`src/aie_pkg.sv`:
```
// Constants and types for the add instruction execution block
package aie_pkg;
   localparam int unsigned DATA_W = 8;
   localparam int unsigned OPC_W = 16;
   localparam int unsigned FADDR_W = 12;
   localparam int unsigned BANK_W = 4;
   // Opcode patterns
   localparam logic [7:0] OPC_ADD_IMM = 8'h0f;
   localparam logic [5:0] OPC_ADD_FILE = 6'h09;
   localparam int unsigned POS_DEST = 9;
   localparam int unsigned POS_ACCESS = 8;
   // Access bank split and indexed window limit
   localparam logic [7:0] ACCESS_LOW_LIMIT = 8'h5f;
   localparam logic [7:0] INDEXED_LIMIT = 8'h5f;
   localparam logic [BANK_W-1:0] ACCESS_HIGH_BANK = 4'hf;
   // Reset values
   localparam logic [7:0] ACC_RESET = 8'h00;
   localparam logic [BANK_W-1:0] BANK_RESET = 4'h0;
   localparam logic [4:0] FLAGS_RESET = 5'h00;
   // Flag positions in the status vector
   localparam int unsigned FLAG_C = 0;
   localparam int unsigned FLAG_HALF_CARRY = 1;
   localparam int unsigned FLAG_Z = 2;
   localparam int unsigned FLAG_OVERFLOW = 3;
   localparam int unsigned FLAG_N = 4;
   // APB register map
   localparam logic [7:0] REG_CTRL = 8'h00;
   localparam logic [7:0] REG_OPCODE = 8'h04;
   localparam logic [7:0] REG_ACC = 8'h08;
   localparam logic [7:0] REG_BANK = 8'h0c;
   localparam logic [7:0] REG_STATUS = 8'h10;
   localparam logic [7:0] REG_INDEX_BASE = 8'h14;
   localparam logic [7:0] REG_FILE_PORT = 8'h18;
   // Q phase state, one-hot
   typedef enum logic [4:0] {
      AIE_IDLE = 5'b00001,
      AIE_Q1   = 5'b00010,
      AIE_Q2   = 5'b00100,
      AIE_Q3   = 5'b01000,
      AIE_Q4   = 5'b10000
   } aie_phase_e;
endpackage

```
`src/aie_alu_if.sv`:
```
// Operand and result bundle between the sequencer and the adder
`timescale 1ns/1ns
interface aie_alu_if;
   import aie_pkg::*;
   logic [DATA_W-1:0] op_a;
   logic [DATA_W-1:0] op_b;
   logic [DATA_W-1:0] sum;
   logic [4:0]        flags;
   modport core (output op_a, output op_b, input sum, input flags);
   modport alu (input op_a, input op_b, output sum, output flags);
endinterface

```
`src/aie_adder.sv`:
```
// Eight-bit adder with status flag generation
`timescale 1ns/1ns
module aie_adder
   import aie_pkg::*;
(
   aie_alu_if.alu bus
);
   logic [DATA_W:0] full;
   logic [4:0]      lo;

   always_comb begin
      full = {1'b0, bus.op_a} + {1'b0, bus.op_b};
      lo = {1'b0, bus.op_a[3:0]} + {1'b0, bus.op_b[3:0]};
      bus.sum = full[DATA_W-1:0];
      bus.flags[FLAG_C] = full[DATA_W];
      bus.flags[FLAG_HALF_CARRY] = lo[4];
      bus.flags[FLAG_Z] = (full[DATA_W-1:0] == 8'h00);
      // Same-sign operands giving an opposite-sign sum
      bus.flags[FLAG_OVERFLOW] = (bus.op_a[7] == bus.op_b[7])
                                 && (full[7] != bus.op_a[7]);
      bus.flags[FLAG_N] = full[7];
   end
endmodule

```
`src/aie_core.sv`:
```
// Sequencer, register file port and APB slave for the add instructions
//
// Local design decisions: register access over APB and the register offsets.
`timescale 1ns/1ns
module aie_core
   import aie_pkg::*;
(
   input  wire logic               pclk,
   input  wire logic               presetn,
   input  wire logic               psel,
   input  wire logic               penable,
   input  wire logic               pwrite,
   input  wire logic [7:0]         paddr,
   input  wire logic [31:0]        pwdata,
   output logic                    pready,
   output logic [31:0]             prdata,
   output logic                    pslverr,
   output logic [FADDR_W-1:0]      file_addr,
   output logic                    file_rd,
   output logic                    file_wr,
   output logic [DATA_W-1:0]       file_wdata,
   input  wire logic [DATA_W-1:0]  file_rdata,
   output logic                    busy
);
   // ----------------------------------------------------------------
   // State
   // ----------------------------------------------------------------
   aie_phase_e             phase, next_phase;
   logic [OPC_W-1:0]       opcode, next_opcode;
   logic [DATA_W-1:0]      acc, next_acc;
   logic [BANK_W-1:0]      bank, next_bank;
   logic [4:0]             flags, next_flags;
   logic                   ext_en, next_ext_en;
   logic [FADDR_W-1:0]     idx_base, next_idx_base;
   logic [DATA_W-1:0]      operand, next_operand;
   logic [DATA_W-1:0]      result, next_result;
   logic [FADDR_W-1:0]     ea, next_ea;
   logic                   is_imm, next_is_imm;
   logic [FADDR_W-1:0]     next_file_addr;
   logic                   next_file_rd, next_file_wr;
   logic [DATA_W-1:0]      next_file_wdata;
   logic [31:0]            next_prdata;

   aie_alu_if alu_bus ();

   aie_adder u_adder (
      .bus (alu_bus.alu)
   );

   // ----------------------------------------------------------------
   // Effective address
   // ----------------------------------------------------------------
   function automatic logic [FADDR_W-1:0] resolve(input logic [OPC_W-1:0] op,
                                                 input logic [BANK_W-1:0] bsel,
                                                 input logic xen,
                                                 input logic [FADDR_W-1:0] base);
      logic [7:0] f;
      f = op[7:0];
      if (!op[POS_ACCESS] && xen && (f <= INDEXED_LIMIT)) begin
         resolve = base + {4'h0, f};
      end else if (!op[POS_ACCESS]) begin
         // Access bank: low part of bank 0 or top of the last bank
         resolve = (f <= ACCESS_LOW_LIMIT) ? {4'h0, f} : {ACCESS_HIGH_BANK, f};
      end else begin
         resolve = {bsel, f};
      end
   endfunction

   wire logic apb_wr = psel && penable && pwrite;
   wire logic start = apb_wr && (paddr == REG_OPCODE) && (phase == AIE_IDLE);

   always_comb begin
      alu_bus.op_a = acc;
      alu_bus.op_b = operand;
   end

   // ----------------------------------------------------------------
   // Next values
   // ----------------------------------------------------------------
   always_comb begin
      next_phase = phase;
      next_opcode = opcode;
      next_acc = acc;
      next_bank = bank;
      next_flags = flags;
      next_ext_en = ext_en;
      next_idx_base = idx_base;
      next_operand = operand;
      next_result = result;
      next_ea = ea;
      next_is_imm = is_imm;
      next_file_addr = file_addr;
      next_file_rd = 1'b0;
      next_file_wr = 1'b0;
      next_file_wdata = file_wdata;
      unique case (phase)
         AIE_IDLE: begin
            if (start) begin
               next_opcode = pwdata[OPC_W-1:0];
               next_phase = AIE_Q1;
            end
         end
         AIE_Q1: begin
            // Decode; anything else returns to idle with only ea and is_imm updated
            next_is_imm = (opcode[15:8] == OPC_ADD_IMM);
            next_ea = resolve(opcode, bank, ext_en, idx_base);
            if (opcode[15:8] == OPC_ADD_IMM) begin
               next_phase = AIE_Q2;
            end else if (opcode[15:10] == OPC_ADD_FILE) begin
               next_phase = AIE_Q2;
               next_file_addr = resolve(opcode, bank, ext_en, idx_base);
               next_file_rd = 1'b1;
            end else begin
               next_phase = AIE_IDLE;
            end
         end
         AIE_Q2: begin
            // Read literal or file data
            next_operand = is_imm ? opcode[7:0] : file_rdata;
            next_phase = AIE_Q3;
         end
         AIE_Q3: begin
            next_result = alu_bus.sum;
            next_flags = alu_bus.flags;
            next_phase = AIE_Q4;
         end
         AIE_Q4: begin
            if (is_imm || !opcode[POS_DEST]) begin
               next_acc = result;
            end else begin
               next_file_addr = ea;
               next_file_wdata = result;
               next_file_wr = 1'b1;
            end
            next_phase = AIE_IDLE;
         end
      endcase
      // Register writes other than the opcode; ignored while executing
      if (apb_wr && (phase == AIE_IDLE)) begin
         unique case (paddr)
            REG_CTRL: next_ext_en = pwdata[0];
            REG_ACC: next_acc = pwdata[7:0];
            REG_BANK: next_bank = pwdata[BANK_W-1:0];
            REG_STATUS: next_flags = pwdata[4:0];
            REG_INDEX_BASE: next_idx_base = pwdata[FADDR_W-1:0];
            default: ;
         endcase
      end
   end

   always_comb begin
      next_prdata = 32'h0000_0000;
      unique case (paddr)
         REG_CTRL: next_prdata = {30'h0, busy, ext_en};
         REG_OPCODE: next_prdata = {16'h0, opcode};
         REG_ACC: next_prdata = {24'h0, acc};
         REG_BANK: next_prdata = {28'h0, bank};
         REG_STATUS: next_prdata = {27'h0, flags};
         REG_INDEX_BASE: next_prdata = {20'h0, idx_base};
         REG_FILE_PORT: next_prdata = {20'h0, ea};
         default: next_prdata = 32'h0000_0000;
      endcase
   end

   always_comb begin
      pready = 1'b1;
      pslverr = psel && penable && (paddr > REG_FILE_PORT || paddr[1:0] != 2'b00);
      busy = (phase != AIE_IDLE);
   end

   // ----------------------------------------------------------------
   // Registers
   // ----------------------------------------------------------------
   always_ff @(posedge pclk or negedge presetn) begin
      if (!presetn) begin
         phase <= AIE_IDLE;
         opcode <= 16'h0000;
         acc <= ACC_RESET;
         bank <= BANK_RESET;
         flags <= FLAGS_RESET;
         ext_en <= 1'b0;
         idx_base <= 12'h000;
         operand <= 8'h00;
         result <= 8'h00;
         ea <= 12'h000;
         is_imm <= 1'b0;
         file_addr <= 12'h000;
         file_rd <= 1'b0;
         file_wr <= 1'b0;
         file_wdata <= 8'h00;
         prdata <= 32'h0000_0000;
      end else begin
         phase <= next_phase;
         opcode <= next_opcode;
         acc <= next_acc;
         bank <= next_bank;
         flags <= next_flags;
         ext_en <= next_ext_en;
         idx_base <= next_idx_base;
         operand <= next_operand;
         result <= next_result;
         ea <= next_ea;
         is_imm <= next_is_imm;
         file_addr <= next_file_addr;
         file_rd <= next_file_rd;
         file_wr <= next_file_wr;
         file_wdata <= next_file_wdata;
         prdata <= (psel && !penable) ? next_prdata : prdata;
      end
   end
endmodule

```
`config.mk`:
```
export PLATFORM = sky130hd
export DESIGN_NAME = aie_core
export DESIGN_NICKNAME = d
export VERILOG_FILES = /design/src/aie_pkg.sv /design/src/aie_alu_if.sv /design/src/aie_adder.sv /design/src/aie_core.sv
export SDC_FILE = /design/constraint.sdc
export NUM_CORES = 1
export LEC_CHECK = 0
export BUFFER_PORTS_ARGS = -buffer_cell sky130_fd_sc_hd__buf_2
export CAP_MARGIN = 15
export CELL_PAD_IN_SITES_DETAIL_PLACEMENT = 0
export CELL_PAD_IN_SITES_GLOBAL_PLACEMENT = 1
export CORE_MARGIN = 2
export CORE_UTILIZATION = 39
export CTS_CLUSTER_SIZE = 20
export DETAILED_ROUTE_END_ITERATION = 10
export PLACE_DENSITY = 0.81
export SYNTH_ARGS = -nofsm -noshare
export SYNTH_HDL_FRONTEND = slang
export SYNTH_SLANG_ARGS = --single-unit
```
`constraint.sdc`:
```
create_clock -name pclk -period 2.2 [get_ports pclk]
set_clock_uncertainty 0.05 [all_clocks]
set_input_delay 0.22 -clock pclk [delete_from_list [all_inputs] [get_ports pclk]]
set_output_delay 0.22 -clock pclk [all_outputs]
set_load 0.01 [all_outputs]
```
* Yosys cells after proc, flatten, opt, wreduce, memory -nomap -nowiden
Index checks and enable logic that the tools add are counted.
** Operators by class
- $lt $le $gt $ge :: 2
- Bitwise logic cells :: 1
- Equality and inequality tests :: 20
- $add $sub $neg :: 3
- Multiplexer cells :: 25
- Reduce and logical (&&, ||, !) cells :: 25
** Operators with widths (number)
- 16-bit one-hot mux with 7 select lines :: 1
- 12-bit 2-to-1 mux :: 6
- 8-bit 2-to-1 mux :: 5
- 5-bit one-hot mux with 5 select lines :: 1
- 8-bit by 4-bit equality test with 1-bit output (second input constant) :: 3
- 8-bit by 5-bit equality test with 1-bit output (second input constant) :: 3
- 12-bit one-hot mux with 2 select lines :: 1
- 5-bit 2-to-1 mux :: 4
- 8-bit logical NOT :: 2
- 12-bit by 8-bit adder with 12-bit output :: 1
- 1-bit logical AND :: 10
- 2-bit AND reduction :: 5
- 8-bit by 8-bit adder with 9-bit output :: 1
- 8-bit by 3-bit equality test with 1-bit output (second input constant) :: 1
- 8-bit by 5-bit > comparator with 1-bit output (second input constant) :: 1
- 8-bit by 7-bit less-or-equal comparator with 1-bit output (second input constant) :: 1
- 2-bit inequality test (second input constant) :: 4
- 6-bit by 4-bit equality test with 1-bit output (second input constant) :: 1
- 3-bit 2-to-1 mux :: 2
- 4-bit by 4-bit adder with 5-bit output :: 1
- 5-bit by 1-bit equality test with 1-bit output (second input constant) :: 1
- 5-bit by 2-bit equality test with 1-bit output (second input constant) :: 1
- 5-bit by 3-bit equality test with 1-bit output (second input constant) :: 1
- 5-bit by 4-bit equality test with 1-bit output (second input constant) :: 1
- other kinds (10) :: 18
** Storage, ports and cells
- Logic and storage cells :: 92
- Register bits after elaboration :: 134
- Output and inout bits :: 57
- Input port bits :: 53

* Depth between registers and ports, before layout
- Depth after elaboration :: 7
- Gate-level depth with buffers :: 10

* Cells and area by module
A second synthesis with hierarchy kept.
** Second synthesis, totals
- Cells, all modules :: 661
- Area, all modules :: 6459.9 um^2
** By module, submodules not included
- aie_core :: instances 1, area each 6045.8 um^2, cells each 608
- aie_adder :: instances 1, area each 414.1 um^2, cells each 53

* Worst setup path before layout
No wires, ideal clock.
- Kind :: register to register
- From :: register opcode[0]
- To :: register file_addr[4]
- Buffers on the path :: 0
- Path slack :: 0.126 ns
- Library setup time :: 0.125 ns
- Data required time :: 2.025 ns
- Cell stages (with the launch flop) :: 9
- Data arrival time :: 1.899 ns
- Clock period less this slack :: 2.074 ns
- Path through :: dfrtp_1 -> ha_1 -> fa_1 -> a21o_1 -> a21oi_1 -> xnor2_1 -> mux2i_1 -> a21oi_1 -> mux2_2
** On the way
- Word-level cells in the longest chain between the ends :: 6
- Elaborated cells on any way between the ends :: 7
- Classes of those cells :: add/sub: 1; order compare: 1; mux: 4; reduce/logical: 1
** Ends and longest elaborated chain
- start, declared :: RTL line aie_core.sv:29 : logic [OPC_W-1:0] opcode, next_opcode;
- start signal, assigned :: RTL line aie_core.sv:194 : opcode <= next_opcode;
- parallel branches: the longest is 2 deep, another holds 12-bit by 8-bit adder with 12-bit output
- 12-bit 2-to-1 mux (*) :: RTL line aie_core.sv:59 : if (!op[POS_ACCESS] && xen && (f <= INDEXED_LIMIT)) begin
- 12-bit 2-to-1 mux (*) :: RTL line aie_core.sv:109 : end else if (opcode[15:10] == OPC_ADD_FILE) begin
- 12-bit 2-to-1 mux (*) :: RTL line aie_core.sv:107 : if (opcode[15:8] == OPC_ADD_IMM) begin
- 12-bit one-hot mux with 2 select lines (*) :: RTL line aie_core.sv:96 : unique case (phase)
- end signal, assigned :: RTL line aie_core.sv:204 : file_addr <= next_file_addr;
- end, declared :: RTL line aie_core.sv:18 : output logic [FADDR_W-1:0] file_addr,
Every way passes the cells marked *. The select of a mux whose other input is x is not followed.
A chain may end at the register's enable or synchronous reset.

* Worst setup path in the final report
- From :: register operand[0], in the netlist alu_bus.op_b[0]
- To :: register flags[2]
** On the way
- Word-level cells in the longest chain between the ends :: 5
** Ends and longest elaborated chain
- start, declared :: RTL line aie_core.sv:35 : logic [DATA_W-1:0] operand, next_operand;
- start signal, assigned :: RTL line aie_core.sv:200 : operand <= next_operand;
- 8-bit by 8-bit adder with 9-bit output (*) :: RTL line aie_adder.sv:12 : full = {1'b0, bus.op_a} + {1'b0, bus.op_b};
- 8-bit logical NOT (*) :: RTL line aie_adder.sv:17 : bus.flags[FLAG_Z] = (full[DATA_W-1:0] == 8'h00);
- 5-bit 2-to-1 mux (*) :: RTL line aie_core.sv:96
- 5-bit 2-to-1 mux :: RTL line aie_core.sv:140 : unique case (paddr)
- 5-bit 2-to-1 mux (*) :: RTL line aie_core.sv:139 : if (apb_wr && (phase == AIE_IDLE)) begin
- net next_flags[2] :: RTL line aie_core.sv:32 : logic [4:0] flags, next_flags;
- end signal, assigned :: RTL line aie_core.sv:197 : flags <= next_flags;
- end, declared :: RTL line aie_core.sv:32
The timed path passes the listed nets; every way through them passes the cells marked *.

==> summary.md <==
| Metric | Value |
|---|---|
| Fillers | `1492` |
| Unrepaired setup endpoints after global routing | `yes` |
| Critical Path AT | `2480 ps` |
| Die Width | `131 um` |
| Worst r2r src | `alu_bus.op_b[0]` |
| CP Capture Type | `register` |
| Critical Path RT | `2500 ps` |
| Antenna-violating nets left | `0` |
| Post-synth EDFFs | `0` |
| FMAX | `458 MHz` |
| Worst r2r path cells | `8` |
| Worst path cell trace | `ha_2 -> inv_2 -> fa_2 -> buf_4 -> xor2_2 -> nand3b_1 -> or4_1 -> o21ai_0` |
| Grt total ovfl | `0` |
| Share of cells above drive strength 1 | `31.5%` |
| Synth Instances | `629` |
| CP max-delay cell | `or4_1` |
| Slew @ Worst Pin | `617 ps` |
| DR WL/cell | `18.9 um` |
| Placed cell count | `948` |
| Final Setup Violations | `0` |
| Io pins | `110` |
| Die area | `0.0173 mm2` |
| Layout Cells excl Fill | `993` |
| GP Congestion | `0.887` |
| Hold Path Sink | `opcode[10]` |
| Detailed Route WL | `18.7 mm` |
| Family with the most delay on the worst path | `simple AND/OR/NAND/NOR gates` |
| Power Density | `706 mW/mm2` |
| N_diodes | `0` |
| Initial DRT Pass Iterations | `5` |
| Area contributors post-synth | `dfrtp_1, mux2_2, nand2_1` |
| Post-route minimum period | `2180 ps` |
| Post-synth cell types | `63` |
| Status | `completed` |
| Nets@finish | `835` |
| Largest net degree at the start of global routing | `63` |
| Starting Density | `39.8%` |
| Synth-to-Final Area Change | `27.1%` |
| First-pass GRT wire length | `29.6 mm` |
| Worst path max stage delay | `520 ps` |
| Max Slew Vio Count | `0` |
| Register-to-register setup slack | `20 ps` |
| Worst Hold Class | `in -> reg` |
| Max-slew headroom | `58.7%` |
| Max Cap Violations | `0` |
| DR DRC count | `0` |
| Leak Pwr | `3.93 nW` |
| Die Span Y | `131 um` |
| Vias in the first global route | `5315` |
| Via Count | `5332` |
| Std cell rows | `46` |
| H-tree Lvls | `4` |
| Clock root buffer | `clkbuf_16` |
| Dominant synthesized flop cell | `dfrtp_1` |
| Port bufs | `76` |
| Post-synth ARST share | `100%` |
| Peak VDD IR | `0.000545 V` |
| CTS Buffer Depth | `2` |
| Post-Synthesis Cell Area | `0.00633 mm2` |
| CTS Sinks | `118` |
| Hold path depth | `2` |
| Area share of the largest cell type after synthesis | `46.3%` |
| Sum Neg Setup Slack | `0 ps` |
| Crit path max fanout | `2` |
| Num CTS Buffers | `17` |
| Clock transition at path regs | `50 ps` |
| Synth area leader | `dfrtp_1` |
| Initial antenna violation count | `0` |
| Post-Syn Area per Cell | `10.1 um2` |
| Final period util | `99.1%` |
| Min-delay src | `pwdata[10]` |
| Buf/Inv on CP | `2` |
| TritonCTS clock tree | `yes` |
| Clock latency on the worst-skew pair | `430 ps` |
| Initial DRC count | `432` |
| Startpoint types | `register` |
| Setup CP Type | `reg -> reg` |
| Placeable core area | `0.0159 mm2` |
| Sequential area share after synthesis | `46.7%` |
| Final hold vios | `0` |
| Tot GR Track Use | `22.4%` |
| Via-to-Cell Ratio | `5.37` |
| Post-synthesis register bit count | `118` |
| Yosys warnings | `0` |
| Worst reg2reg path endpoint | `flags[2]` |
| Final HPWL DP | `14.2 mm` |
## timing repair
action	CTS	global route
pin swaps	0	6
cloned	0	0
hold buffers	6	0
setup endpoints to repair	6	23
endpoints found under the hold margin	40	0
buffers inserted	4	3
gates resized for setup	4	22
## cells by family (layout without fill, tap and decap cells)
logic type / count (synthesis) / after routing / share of synthesized area [%]
AND/OR/NAND/NOR: 187 / 187 / 14.4
other: 2 / 17 / 0.119
adder cells (fa/ha/maj): 18 / 18 / 3.80
flip-flops: 118 / 118 / 46.7
AO/OA/AOI/OAI: 156 / 156 / 15.5
multiplexers: 73 / 73 / 12.8
buffers and inverters: 63 / 196 / 5.06
XOR/XNOR: 12 / 12 / 1.66
## routing by layer
layer	up-vias	wire, um	GRT usage [%]
met4	0	481	8.64
met3	30	711	4.44
met1	2653	8320	29.0
li1	2498	-	-
met5	-	0	0
met2	151	9210	37.1
## Yosys cell counts, drive strengths merged, types with 4 or more instances
| cell type | instances |
|---|---|
| nand3b | 5 |
| a21oi | 42 |
| dfrtp | 117 |
| nor4 | 7 |
| mux2i | 30 |
| inv | 14 |
| ha | 16 |
| mux2 | 41 |
| buf | 29 |
| o22ai | 6 |
| a21o | 6 |
| nor3 | 9 |
| a211oi | 6 |
| nor2 | 35 |
| clkbuf | 20 |
| xnor2 | 10 |
| nand2 | 86 |
| nand2b | 7 |
| nand3 | 12 |
| a221oi | 4 |
| a22o | 18 |
| and2 | 4 |
| o211ai | 6 |
| o21ai | 46 |
## placed cells by master (no fill, tap or decap), drive strengths merged, types with 6 or more instances in the layout
| cell | count |
|---|---|
| o211ai | 6 |
| xnor2 | 10 |
| nand2 | 86 |
| nor2 | 35 |
| a21oi | 42 |
| a21o | 6 |
| mux2 | 41 |
| buf | 144 |
| dfrtp | 117 |
| inv | 14 |
| dlygate4sd3 | 6 |
| nand3 | 12 |
| clkbuf | 20 |
| ha | 16 |
| a22o | 18 |
| nor3 | 9 |
| nand2b | 7 |
| mux2i | 30 |
| nor4 | 7 |
| o21ai | 46 |
| conb | 17 |
| clkinv | 7 |
| o22ai | 6 |
| a211oi | 6 |
## metrics by stage
stage | cell area [um2] | worst slack [ps] | hold slack, ps | utilization (%) | total power, mW
after floorplan | 6380 | 126 | -126 | - | 2.66
after global placement | 7270 | -27.6 | 159 | 45.7 | 2.92
after detailed placement | 7270 | -58.1 | 166 | 45.7 | 2.94
after CTS | 7960 | 22.5 | 0.291 | 50.1 | 5.70
after global routing | 8050 | -50.4 | 6.12 | 50.7 | 5.88
final | 8050 | 19.0 | 14.7 | 50.7 | 5.68
## how the worst max path moves through the flow
| stage | startpoint | endpoint | slack (ps) | cells past startpoint |
|---|---|---|---|---|
| after floorplan | opcode[0] | file_addr[4] | 130 | 8 |
| after global placement | opcode[0] | file_addr[4] | -30 | 8 |
| after detailed placement | idx_base[0] | ea[8] | -60 | 8 |
| after CTS | opcode[0] | file_addr[4] | 20 | 8 |
| after global routing | acc[0] | flags[2] | -50 | 8 |
| final | alu_bus.op_b[0] | flags[2] | 20 | 8 |
## sequential cells by signal, summed over array words and instances, names as in the netlist, 4 cells and up
name and cells:
prdata 16, file_addr 12, result 8, idx_base 12
phase 5, ea 12, bank 4, opcode 16
flags 5, acc 8, alu_bus.op_b 8, file_wdata 8
## power by group
group | total, mW | internal (mW) | leakage [nW] | switching (mW)
clock network | 2.74 | 1.72 | 0.282 | 1.02
registers | 2.30 | 2.24 | 1.53 | 0.0638
logic | 0.636 | 0.251 | 2.12 | 0.386
## area by class of cell
type,count,area [um2],share of cell area [%]
Inverter,14,52.6,0.653
Tap cell,216,270,3.36
Multi-Input combinational cell,463,3190,39.7
Sequential cell,118,2960,36.7
Clock buffer,20,457,5.68
Clock inverter,12,129,1.60
Timing Repair Buffer,150,991,12.3
Power figures use the tool's default switching activity.
